File: src/logic/nvram_ctrl_map.vh
// Constants for the host controller of the shadowed 32K x 8 SRAM
`ifndef NVRAM_CTRL_MAP_VH
`define NVRAM_CTRL_MAP_VH
`define KEY_ADDR_0        15'h0E38
`define KEY_ADDR_1        15'h31C7
`define KEY_ADDR_2        15'h03E0
`define KEY_ADDR_3        15'h3C1F
`define KEY_ADDR_4        15'h303F
`define KEY_ADDR_STORE    15'h0FC0
`define KEY_ADDR_RECALL   15'h0C63
`define KEY_ADDR_TEST     15'h339C
`define CLK_PERIOD_NS     5
`define ACC_TIME_NS       45
`define ACC_CYC           ((`ACC_TIME_NS + `CLK_PERIOD_NS - 1) / `CLK_PERIOD_NS)
`define HSB_PULSE_NS      20
`define HSB_PULSE_CYC     ((`HSB_PULSE_NS + `CLK_PERIOD_NS - 1) / `CLK_PERIOD_NS)
`define HSB_REL_NS        700
`define HSB_REL_CYC       ((`HSB_REL_NS + `CLK_PERIOD_NS - 1) / `CLK_PERIOD_NS)
`define PWRUP_US          650
`define PWRUP_CYC         (`PWRUP_US * 1000 / `CLK_PERIOD_NS)
`define STORE_MS          10
`define STORE_CYC         (`STORE_MS * 1000000 / `CLK_PERIOD_NS)
`define RECALL_US         20
`define RECALL_CYC        (`RECALL_US * 1000 / `CLK_PERIOD_NS)
`define CNT_W             24
`endif

File: src/logic/nvram_ctrl.v
// Host controller driving the shadowed SRAM through its pins
// Functional notes
// - Six key reads in order start store (0FC0) or recall (0C63).
// - Host keeps write strobe high during all six key accesses.
// - Host never issues the reserved sequence ending 339C.
// - Hardware store request holds the line low at least 20 ns.
// - Store/busy line is open drain, shared, pulls nothing else up.
// - One select pulse per key address.
`timescale 1ns/1ps
`include "nvram_ctrl_map.vh"
module nvram_ctrl #(
    parameter PWRUP_CYC  = `PWRUP_CYC,
    parameter STORE_CYC  = `STORE_CYC,
    parameter RECALL_CYC = `RECALL_CYC
) (
    input  wire        i_clk,
    input  wire        i_arst_n,
    input  wire        i_req,
    input  wire [1:0]  i_cmd,
    input  wire [14:0] i_addr,
    input  wire [7:0]  i_wdata,
    output wire        o_ready,
    output reg         o_done,
    output reg  [7:0]  o_rdata,
    output reg         o_busy,
    output reg         o_ce_n,
    output reg         o_we_n,
    output reg         o_oe_n,
    output reg  [14:0] o_addr,
    output reg  [7:0]  o_data_out,
    output reg         o_data_oe,
    input  wire [7:0]  i_data_in,
    output wire        o_store_busy_line_out,
    output reg         o_store_busy_line_oe,
    input  wire        i_store_busy_line_in
);
    localparam CMD_READ = 2'd0, CMD_WRITE = 2'd1, CMD_STORE = 2'd2, CMD_RECALL = 2'd3;
    localparam ST_PWRUP = 3'd0, ST_IDLE = 3'd1, ST_ACC = 3'd2, ST_GAP = 3'd3,
               ST_NVWAIT = 3'd4, ST_HSBLOW = 3'd5, ST_HSBREL = 3'd6;
    localparam integer      ACC_I  = `ACC_CYC;
    localparam integer      PULS_I = `HSB_PULSE_CYC;
    localparam integer      REL_I  = `HSB_REL_CYC;
    localparam [`CNT_W-1:0] ACC_C  = ACC_I[`CNT_W-1:0];
    localparam [`CNT_W-1:0] PULS_C = PULS_I[`CNT_W-1:0];
    localparam [`CNT_W-1:0] REL_C  = REL_I[`CNT_W-1:0];

    reg  [2:0]        state_q;
    reg  [`CNT_W-1:0] cnt_q;
    reg  [2:0]        key_idx_q;
    reg               is_hw_q;
    reg               last_wr_q;
    reg               hsb_s1_q;
    reg               hsb_s2_q;

    // Key address table, step 5 chooses store or recall
    function [14:0] key_addr;
        input [2:0] idx;
        input       rec;
        begin
            case (idx)
                3'd0:    key_addr = `KEY_ADDR_0;
                3'd1:    key_addr = `KEY_ADDR_1;
                3'd2:    key_addr = `KEY_ADDR_2;
                3'd3:    key_addr = `KEY_ADDR_3;
                3'd4:    key_addr = `KEY_ADDR_4;
                default: key_addr = rec ? `KEY_ADDR_RECALL : `KEY_ADDR_STORE;
            endcase
        end
    endfunction

    assign o_store_busy_line_out = 1'b0;
    assign o_ready = (state_q == ST_IDLE) && hsb_s2_q;

    // Two-stage synchroniser on the shared busy line
    always @(posedge i_clk or negedge i_arst_n) begin
        if (!i_arst_n) begin
            hsb_s1_q <= 1'b1;
            hsb_s2_q <= 1'b1;
        end else begin
            hsb_s1_q <= i_store_busy_line_in;
            hsb_s2_q <= hsb_s1_q;
        end
    end

    always @(posedge i_clk or negedge i_arst_n) begin
        if (!i_arst_n) begin
            state_q              <= ST_PWRUP;
            cnt_q                <= {`CNT_W{1'b0}};
            key_idx_q            <= 3'd0;
            is_hw_q              <= 1'b0;
            last_wr_q            <= 1'b0;
            o_done               <= 1'b0;
            o_rdata              <= 8'h00;
            o_busy               <= 1'b1;
            o_ce_n               <= 1'b1;
            o_we_n               <= 1'b1;
            o_oe_n               <= 1'b1;
            o_addr               <= 15'h0000;
            o_data_out           <= 8'h00;
            o_data_oe            <= 1'b0;
            o_store_busy_line_oe <= 1'b0;
        end else begin
            o_done <= 1'b0;
            case (state_q)
                ST_PWRUP: begin
                    // Part recalls on its own at power-up; keep off the bus
                    if (cnt_q == PWRUP_CYC[`CNT_W-1:0] - 1'b1) begin
                        cnt_q   <= {`CNT_W{1'b0}};
                        state_q <= ST_IDLE;
                        o_busy  <= 1'b0;
                    end else begin
                        cnt_q <= cnt_q + 1'b1;
                    end
                end
                ST_IDLE: begin
                    if (i_req && hsb_s2_q) begin
                        o_busy <= 1'b1;
                        cnt_q  <= {`CNT_W{1'b0}};
                        case (i_cmd)
                            CMD_READ, CMD_WRITE: begin
                                last_wr_q <= (i_cmd == CMD_WRITE);
                                o_addr    <= i_addr;
                                // Strobe, gate and select set on the same edge; gate high in writes keeps the part's drivers off
                                o_we_n     <= (i_cmd != CMD_WRITE);
                                o_oe_n     <= (i_cmd == CMD_WRITE);
                                o_data_out <= i_wdata;
                                o_data_oe  <= (i_cmd == CMD_WRITE);
                                o_ce_n     <= 1'b0;
                                state_q    <= ST_ACC;
                            end
                            CMD_STORE: begin
                                // Pulled-low line: part stores only if it saw a write
                                is_hw_q              <= 1'b1;
                                o_store_busy_line_oe <= 1'b1;
                                state_q              <= ST_HSBLOW;
                            end
                            default: begin
                                // Software recall via the key sequence
                                is_hw_q   <= 1'b0;
                                // A stale write flag would turn the last key into a store
                                last_wr_q <= 1'b0;
                                key_idx_q <= 3'd0;
                                o_addr    <= key_addr(3'd0, 1'b1);
                                o_we_n    <= 1'b1;
                                o_oe_n    <= 1'b1;
                                o_ce_n    <= 1'b0;
                                state_q   <= ST_ACC;
                            end
                        endcase
                        if (i_cmd == CMD_READ || i_cmd == CMD_WRITE) begin
                            is_hw_q   <= 1'b0;
                            key_idx_q <= 3'd7;
                        end
                    end
                end
                ST_ACC: begin
                    if (cnt_q == ACC_C) begin
                        o_ce_n    <= 1'b1;
                        o_we_n    <= 1'b1;
                        o_oe_n    <= 1'b1;
                        o_data_oe <= 1'b0;
                        cnt_q     <= {`CNT_W{1'b0}};
                        if (key_idx_q == 3'd7) begin
                            if (!last_wr_q)
                                o_rdata <= i_data_in;
                            o_done  <= 1'b1;
                            o_busy  <= 1'b0;
                            state_q <= ST_IDLE;
                        end else if (key_idx_q == 3'd5) begin
                            state_q <= ST_NVWAIT;
                        end else begin
                            state_q <= ST_GAP;
                        end
                    end else begin
                        cnt_q <= cnt_q + 1'b1;
                    end
                end
                ST_GAP: begin
                    // Back-to-back key reads, nothing else between them
                    key_idx_q <= key_idx_q + 1'b1;
                    o_addr    <= key_addr(key_idx_q + 1'b1, ~last_wr_q & ~is_hw_q & 1'b1);
                    o_ce_n    <= 1'b0;
                    state_q   <= ST_ACC;
                end
                ST_NVWAIT: begin
                    // Part ignores all pins until its transfer is over
                    if (cnt_q == (last_wr_q ? STORE_CYC[`CNT_W-1:0]
                                            : RECALL_CYC[`CNT_W-1:0])) begin
                        o_done  <= 1'b1;
                        o_busy  <= 1'b0;
                        cnt_q   <= {`CNT_W{1'b0}};
                        state_q <= ST_IDLE;
                    end else begin
                        cnt_q <= cnt_q + 1'b1;
                    end
                end
                ST_HSBLOW: begin
                    if (cnt_q == PULS_C) begin
                        o_store_busy_line_oe <= 1'b0;
                        cnt_q                <= {`CNT_W{1'b0}};
                        state_q              <= ST_HSBREL;
                    end else begin
                        cnt_q <= cnt_q + 1'b1;
                    end
                end
                ST_HSBREL: begin
                    // Part holds the line low while storing; then allow the rise to settle
                    if (!hsb_s2_q) begin
                        cnt_q <= {`CNT_W{1'b0}};
                    end else if (cnt_q == REL_C) begin
                        o_done  <= 1'b1;
                        o_busy  <= 1'b0;
                        state_q <= ST_IDLE;
                    end else begin
                        cnt_q <= cnt_q + 1'b1;
                    end
                end
                default: state_q <= ST_IDLE;
            endcase
        end
    end
endmodule

File: config.mk
export PLATFORM = sky130hd
export DESIGN_NAME = nvram_ctrl
export DESIGN_NICKNAME = d
export VERILOG_FILES = /design/src/logic/nvram_ctrl.v
export VERILOG_INCLUDE_DIRS = /design/src /design/src/logic
export SDC_FILE = /design/constraint.sdc
export NUM_CORES = 1
export LEC_CHECK = 0
export BUFFER_PORTS_ARGS = -buffer_cell sky130_fd_sc_hd__buf_2
export CAP_MARGIN = 30
export CORE_MARGIN = 2
export CORE_UTILIZATION = 45
export DETAILED_ROUTE_END_ITERATION = 10
export PLACE_DENSITY = 0.74
export SLEW_MARGIN = 15
export SYNTH_ARGS = -nofsm -noshare
export SYNTH_HDL_FRONTEND = slang
export SYNTH_SLANG_ARGS = --single-unit
File: constraint.sdc
create_clock -name i_clk -period 6.6 [get_ports i_clk]
set_input_delay 0 -clock i_clk [delete_from_list [all_inputs] [get_ports i_clk]]
set_output_delay 0 -clock i_clk [all_outputs]
set_load 0.02 [all_outputs]
==> out/summary.txt, run 1 <==
status = complete, no violations
Most used DFF post-synth = sky130_fd_sc_hd__dfrtp_1
max cap viols = 0
critical path arrival = 3.52 ns
post-detailed-routing wire length = 10.64 mm
EDFF count, synth = 0
total number of H-tree levels = 3
height of the die = 97.69 µm
number of fillers in the final layout = 744
Max Clock Skew = 0.01014 ns
crit path capture type = register
Total GRT Usage = 0.2273
overflow left after global routing = 0
clock latency reported for the late side of the worst-skew pair = 0.36 ns
min cycle time layout = 3.271 ns
count of port buffers added during placement = 75
Die Span X = 97.69 µm
Crit path required time = 6.85 ns
std cell rows = 34
Placer Congestion = 0.9582
most area-consuming cells after synthesis = sky130_fd_sc_hd__dfrtp_1 42%, sky130_fd_sc_hd__nand2_1 5.5%, sky130_fd_sc_hd__mux2_2 4.3%
number of sinks driven by the clock tree = 72
Finish-stage setup viols = 0
Tightest Pin Transition = 0.9458 ns
DRC Markers = 0
Leak = 2.283 nW
number of antenna diodes = 0
setup repair after global routing missed its margin = false
antenna violations before repair = 0
floorplan die area = 9543 µm²
Avg WL per Cell = 16.37 µm
core area = 8636 µm²
half-perimeter wire length of the detailed placement result = 7.089 mm
crit path kind = register to register
max incr delay on CP = 0.59 ns
layout cell share with drive strength beyond 1 = 0.2343
clock slew seen by the registers of the worst setup and hold paths = 0.08 ns
final-report max-slew violation count = 0
number of hold violations in the final report = 0
Avg Synthesized Cell Area = 9.144 µm²
area growth from synthesis to layout = 26.54%
first-pass GRT wire length = 17.81 mm
via count = 3748
largest area contributor in the netlist = sky130_fd_sc_hd__dfrtp_1
worst relative slew slack = 0.3637
maximum fanout along the worst path = 15
asr flop ratio synth = 1.000
pwr/cell area = 439.6 nW/µm²
Netlist cell types = 55
cell with the largest stage delay on the worst path = sky130_fd_sc_hd__o21ai_2
DR pass1 iterations = 4
Total Neg Setup Slack = 0 ns
sequential share of the synthesized area = 0.4580
pin count of the biggest net entering global routing = 73
cell family with most CP delay = simple AND/OR/NAND/NOR gates
Root Buffer Master = sky130_fd_sc_hd__clkbuf_8
Synthesis Warnings = 0
vias in the first global route = 3685
Critical Path, Cell by Cell = nor4_2 -> nand3_1 -> nor4_4 -> o31ai_1 -> o21ai_2 -> nor2_1 -> a22o_1
max frequency = 305.7 MHz
via-per-instance ratio = 5.766
Synth Cell Area = 3950 µm²
maximum resistive drop on vdd = 0.2714 mV
cell count after synthesis = 432
final net count = 582
CTS Buf Count = 9
Starting Density = 0.4574
Max Root-Sink Buffers = 2
share of the clock period used by the worst path after layout = 0.4956
Buf+Inv Stages, Crit Path = 0
total I/O pin count = 77
remaining antenna violation count after routing = 0
Hold Crit Class = input port to async pin
Syn Nets = 477
clock tree from TritonCTS = built
post_cts resized = 0
hold_ws = 0.08275 ns
Yosys reg bits = 72
drt first-iter violations = 169
area share of the largest cell type after synthesis = 0.4181
element type at the critical path start = register
## layout make-up
| cell class | instances | area [µm²] | share of cell area |
|---|---|---|---|
| clock buffers | 10 | 127.6 | 0.02553 |
| repair buffers | 114 | 773.2 | 0.1547 |
| clock inverters | 6 | 92.59 | 0.01852 |
| multi-input cells | 331 | 2027 | 0.4055 |
| flip-flops and latches | 72 | 1809 | 0.3620 |
| inverters | 9 | 33.78 | 0.006758 |
| well taps | 108 | 135.1 | 0.02703 |
## repair_timing
item / CTS / global route
hold buffers: 34 / 0
hold endpoints to repair: 102 / 0
setup buffers: 0 / 0
## power breakdown
group | total [mW] | switching, mW | internal (mW)
Sequential | 0.779 | 0.179 | 0.599
Combinational | 1.03 | 0.641 | 0.384
Clock | 0.393 | 0.178 | 0.215
Total | 2.20 | 0.999 | 1.20
## cells in the mapped netlist, types with 7 or more instances
master / count
sky130_fd_sc_hd__o31ai_1: 7
sky130_fd_sc_hd__dfrtp_1: 66
sky130_fd_sc_hd__and3_1: 10
sky130_fd_sc_hd__nand3_1: 19
sky130_fd_sc_hd__clkbuf_1: 13
sky130_fd_sc_hd__nor4_1: 7
sky130_fd_sc_hd__a21oi_1: 24
sky130_fd_sc_hd__inv_1: 9
sky130_fd_sc_hd__mux2_2: 15
sky130_fd_sc_hd__nand2_1: 58
sky130_fd_sc_hd__nor3_1: 15
sky130_fd_sc_hd__nor2b_1: 8
sky130_fd_sc_hd__ha_1: 8
sky130_fd_sc_hd__a22o_1: 12
sky130_fd_sc_hd__o21ai_0: 32
sky130_fd_sc_hd__nor2_1: 35
## per-layer routing
layer  wire, µm  GRT usage
met5          0          0
met4        226    0.08974
met2       5365     0.3867
met3        550    0.04460
met1       4498     0.2847
## cell usage in the layout (no fill, tap or decap), types with 7 or more instances in the layout
master,count
sky130_fd_sc_hd__buf_2,75
sky130_fd_sc_hd__dfrtp_1,66
sky130_fd_sc_hd__nand2_1,58
sky130_fd_sc_hd__nor2_1,35
sky130_fd_sc_hd__dlygate4sd3_1,34
sky130_fd_sc_hd__o21ai_0,32
sky130_fd_sc_hd__a21oi_1,24
sky130_fd_sc_hd__nand3_1,19
sky130_fd_sc_hd__mux2_2,15
sky130_fd_sc_hd__nor3_1,15
sky130_fd_sc_hd__a22o_1,12
sky130_fd_sc_hd__and3_1,10
sky130_fd_sc_hd__inv_1,9
sky130_fd_sc_hd__clkbuf_8,9
sky130_fd_sc_hd__nor2b_1,8
sky130_fd_sc_hd__ha_1,8
sky130_fd_sc_hd__o31ai_1,7
## metrics by stage
| stage | cells | util | setup slack, ns | total power, mW | instance area [µm²] |
|---|---|---|---|---|---|
| final | 650 | 0.5788 | 3.329 | 2.197 | 4999 |
| after global routing | 650 | 0.5788 | 3.047 | 2.357 | 4999 |
| after CTS | 649 | 0.5756 | 3.370 | 2.188 | 4971 |
| after floorplan | 432 | - | 4.105 | 1.486 | 3950 |
| after detailed placement | 599 | 0.5107 | 3.391 | 1.774 | 4410 |
| after global placement | 599 | 0.5107 | 3.458 | 1.746 | 4410 |
## logic make-up after synthesis
family / share of synthesized area
other: 0.0009494
AOI/OAI and AO/OA: 0.1875
and+or+nand+nor: 0.2445
muxes: 0.05100
DFF: 0.4580
buffers and inverters: 0.03041
xor gates and xnor gates: 0.002218
adders and majority gates: 0.02534
## worst reg2reg max path, stage by stage (launching register included)
cell,delay [ns]
sky130_fd_sc_hd__dfrtp_1,0.46
sky130_fd_sc_hd__nor4_2,0.46
sky130_fd_sc_hd__nand3_1,0.26
sky130_fd_sc_hd__nor4_4,0.50
sky130_fd_sc_hd__o31ai_1,0.22
sky130_fd_sc_hd__o21ai_2,0.59
sky130_fd_sc_hd__nor2_1,0.37
sky130_fd_sc_hd__a22o_1,0.31
## registers in the layout, summed over array words and instances, names as in the netlist
name and flops:
cnt_q 24, hsb_s1_q 1, hsb_s2_q 1, is_hw_q 1, key_idx_q 3, last_wr_q 1, o_addr 15, o_busy 1
o_ce_n 1, o_data_oe 1, o_data_out 8, o_done 1, o_oe_n 1, o_rdata 8, o_store_busy_line_oe 1, o_we_n 1
state_q 3
## worst paths after layout
path,startpoint,endpoint,slack (ns),cells past startpoint
hold reg to reg,hsb_s1_q,hsb_s2_q,0.36,0
setup / recovery,cnt_q[17],cnt_q[4],3.33,7
max in group asynchronous,i_arst_n,o_busy,5.94,4
min in group i_clk,i_req,o_store_busy_line_oe,0.09,5
hold / removal,i_arst_n,cnt_q[16],0.08,3
setup reg to reg,cnt_q[17],cnt_q[4],3.33,7
No activity file was read; power rests on OpenSTA's default activity.
==> run 2, diff against run 1 <==
==> constraint.sdc (replaced) <==
create_clock -name i_clk -period 3.1 [get_ports i_clk]
set_input_delay 0 -clock i_clk [delete_from_list [all_inputs] [get_ports i_clk]]
set_output_delay 0 -clock i_clk [all_outputs]
set_load 0.02 [all_outputs]
==> out/summary.txt, run 2 (same netlist as run 1, synthesis figures left out) <==
number of flip-flops in the largest register = 24 (unchanged)
register containing the most flip-flops in the final layout = cnt_q (unchanged)
Total GRT Usage = 0.2229 (was 0.2273)
layout cell share with drive strength beyond 1 = 0.2459 (was 0.2343)
Hold Crit Class = input port to register (was input port to async pin)
Leak = 2.313 nW (was 2.283 nW)
Tightest Pin Transition = 0.7876 ns (was 0.9458 ns)
final-report max-slew violation count = 0 (unchanged)
Worst Hold Path Cells = 3
leading cell type in the layout, fill and taps excluded = sky130_fd_sc_hd__buf_2 (unchanged)
Placer Congestion = 0.9117 (was 0.9582)
overflow left after global routing = 0 (unchanged)
Total Neg Setup Slack = 0 ns (unchanged)
Endpoint, Worst Hold = o_addr[11]
Critical Path, Cell by Cell = nor4_2 -> nand3_1 -> nor4_4 -> nand2_2 -> nor4_4 -> mux2_2 (was nor4_2 -> nand3_1 -> nor4_4 -> o31ai_1 -> o21ai_2 -> nor2_1 -> a22o_1)
Crit path required time = 3.34 ns (was 6.85 ns)
register-to-register setup slack = 0.24 ns (was 3.33 ns)
CTS Buf Count = 9 (unchanged)
number of sinks driven by the clock tree = 72 (unchanged)
clock latency reported for the late side of the worst-skew pair = 0.35 ns (was 0.36 ns)
clock tree from TritonCTS = built (unchanged)
critical path arrival = 3.10 ns (was 3.52 ns)
status = complete, no violations (unchanged)
floorplan die area = 9543 µm² (unchanged)
worst relative slew slack = 0.4730 (was 0.3637)
count of port buffers added during placement = 75 (unchanged)
Root Buffer Master = sky130_fd_sc_hd__clkbuf_8 (unchanged)
top library cells by usage in the layout, fill and taps aside = 75 x sky130_fd_sc_hd__buf_2, 66 x sky130_fd_sc_hd__dfrtp_1, 58 x sky130_fd_sc_hd__nand2_1 (unchanged)
FF-to-FF End = o_rdata[5] (was cnt_q[4])
remaining antenna violation count after routing = 0 (unchanged)
cell with the largest stage delay on the worst path = sky130_fd_sc_hd__nor4_4 (was sky130_fd_sc_hd__o21ai_2)
DR pass1 iterations = 5 (was 4)
maximum fanout along the worst path = 8 (was 15)
max incr delay on CP = 0.56 ns (was 0.59 ns)
Finish-stage setup viols = 0 (unchanged)
maximum resistive drop on vdd = 0.5244 mV (was 0.2714 mV)
number of hold violations in the final report = 0 (unchanged)
instance area at placement = 4471 µm² (was 4410 µm²)
area taken by flip-flops and latches = 1809 µm² (unchanged)
drt first-iter violations = 147 (was 169)
Max Root-Sink Buffers = 2 (unchanged)
total I/O pin count = 77 (unchanged)
post_cts resized = 0 (unchanged)
max cap viols = 0 (unchanged)
via-per-instance ratio = 5.763 (was 5.766)
post-route cell area = 5026 µm² (was 4999 µm²)
pin count of the biggest net entering global routing = 39 (was 73)
HP Start = i_addr[11]
Die Span X = 97.69 µm (unchanged)
Starting Density = 0.4574 (unchanged)
antenna violations before repair = 0 (unchanged)
core area = 8636 µm² (unchanged)
FF-to-FF path depth = 6 (was 7)
area growth from synthesis to layout = 27.24% (was 26.54%)
cell with the most instances on the worst path = sky130_fd_sc_hd__nor4_4
area used by multi-input combinational logic = 2027 µm² (unchanged)
clock slew seen by the registers of the worst setup and hold paths = 0.08 ns (about the same)
min cycle time layout = 2.856 ns (was 3.271 ns)
share of the clock period used by the worst path after layout = 0.9212 (was 0.4956)
DRC Markers = 0 (unchanged)
pwr/cell area = 945.1 nW/µm² (was 439.6 nW/µm²)
via count = 3786 (was 3748)
height of the die = 97.69 µm (unchanged)
origin of the critical flop-to-flop path = cnt_q[17] (unchanged)
vias in the first global route = 3637 (was 3685)
final net count = 589 (was 582)
setup repair after global routing missed its margin = false (unchanged)
Max Clock Skew = 0.007046 ns (was 0.01014 ns)
hold_ws = 0.009865 ns (was 0.08275 ns)
crit path capture type = register (unchanged)
number of fillers in the final layout = 721 (was 744)
Avg WL per Cell = 15.78 µm (was 16.37 µm)
biggest regs = cnt_q x24, o_addr x15 (unchanged)
first-pass GRT wire length = 17.50 mm (was 17.81 mm)
max frequency = 350.2 MHz (was 305.7 MHz)
crit path kind = register to register (unchanged)
half-perimeter wire length of the detailed placement result = 7.148 mm (was 7.089 mm)
total number of H-tree levels = 3 (unchanged)
number of antenna diodes = 0 (unchanged)
std cell rows = 34 (unchanged)
element type at the critical path start = register (unchanged)
post-detailed-routing wire length = 10.37 mm (was 10.64 mm)
[run 2: changes by cell type in the layout (fill, tap and decap cells not counted)]
cell and change:
sky130_fd_sc_hd__buf_4 +9, sky130_fd_sc_hd__buf_16 -1, sky130_fd_sc_hd__clkinv_2 +1, sky130_fd_sc_hd__clkinv_4 -1
sky130_fd_sc_hd__clkinvlp_4 -1, sky130_fd_sc_hd__dlygate4sd3_1 -1, sky130_fd_sc_hd__inv_6 +1
[run 2: critical path, delay by kind of cell, from the launching register on]
family           cells  cell delay, ns
DFF                  1            0.46
muxes                1            0.41
and+or+nand+nor      5            1.88
[run 2: area by class of cell]
| type | count | area share |
|---|---|---|
| Sequential cell | 72 | 0.3600 |
| Multi-Input combinational cell | 331 | 0.4033 |
| Clock buffer | 10 | 0.02539 |
| Clock inverter | 6 | 0.01792 |
| Tap cell | 108 | 0.02689 |
| Inverter | 9 | 0.006721 |
| Timing Repair Buffer | 121 | 0.1598 |
[run 2: per-stage QoR]
| stage | utilization | setup WS (ns) | total power [mW] | instances |
|---|---|---|---|---|
| global route | 0.5820 | 0.07790 | 5.106 | 657 |
| floorplan | - | 0.6050 | 3.165 | 432 |
| CTS | 0.5811 | 0.2937 | 4.739 | 656 |
| global placement | 0.5177 | 0.3876 | 3.771 | 607 |
| finish | 0.5820 | 0.2443 | 4.750 | 657 |
| detailed placement | 0.5177 | 0.2986 | 3.845 | 607 |
[run 2: worst max path at each step]
stage          startpoint         end  slack, ns
2_1_floorplan    cnt_q[9]  o_rdata[0]       0.61
3_3_place_gp     cnt_q[9]  o_rdata[7]       0.39
3_5_place_dp    cnt_q[17]  o_rdata[0]       0.30
4_1_cts         cnt_q[17]  o_rdata[0]       0.29
5_1_grt         cnt_q[17]  o_rdata[0]       0.08
6_report        cnt_q[17]  o_rdata[5]       0.24
[run 2: power by group]
group	switching, mW	internal [mW]
clock network	0.387	0.458
logic	1.40	0.883
registers	0.347	1.28
total	2.13	2.62
[run 2: timing repair]
| item | 4_1_cts | 5_1_grt |
|---|---|---|
| hold buffers | 33 | 0 |
| endpoints found under the hold margin | 104 | 0 |
| buffers inserted | 0 | 0 |
[run 2: metal layers]
metal | GRT usage | share of wire | vias to the layer above
li1 | - | - | 1797
met1 | 0.2892 | 0.44 | 1839
met2 | 0.3745 | 0.49 | 134
met3 | 0.05324 | 0.052 | 16
met4 | 0.06090 | 0.013 | 0
met5 | 0 | 0 | -
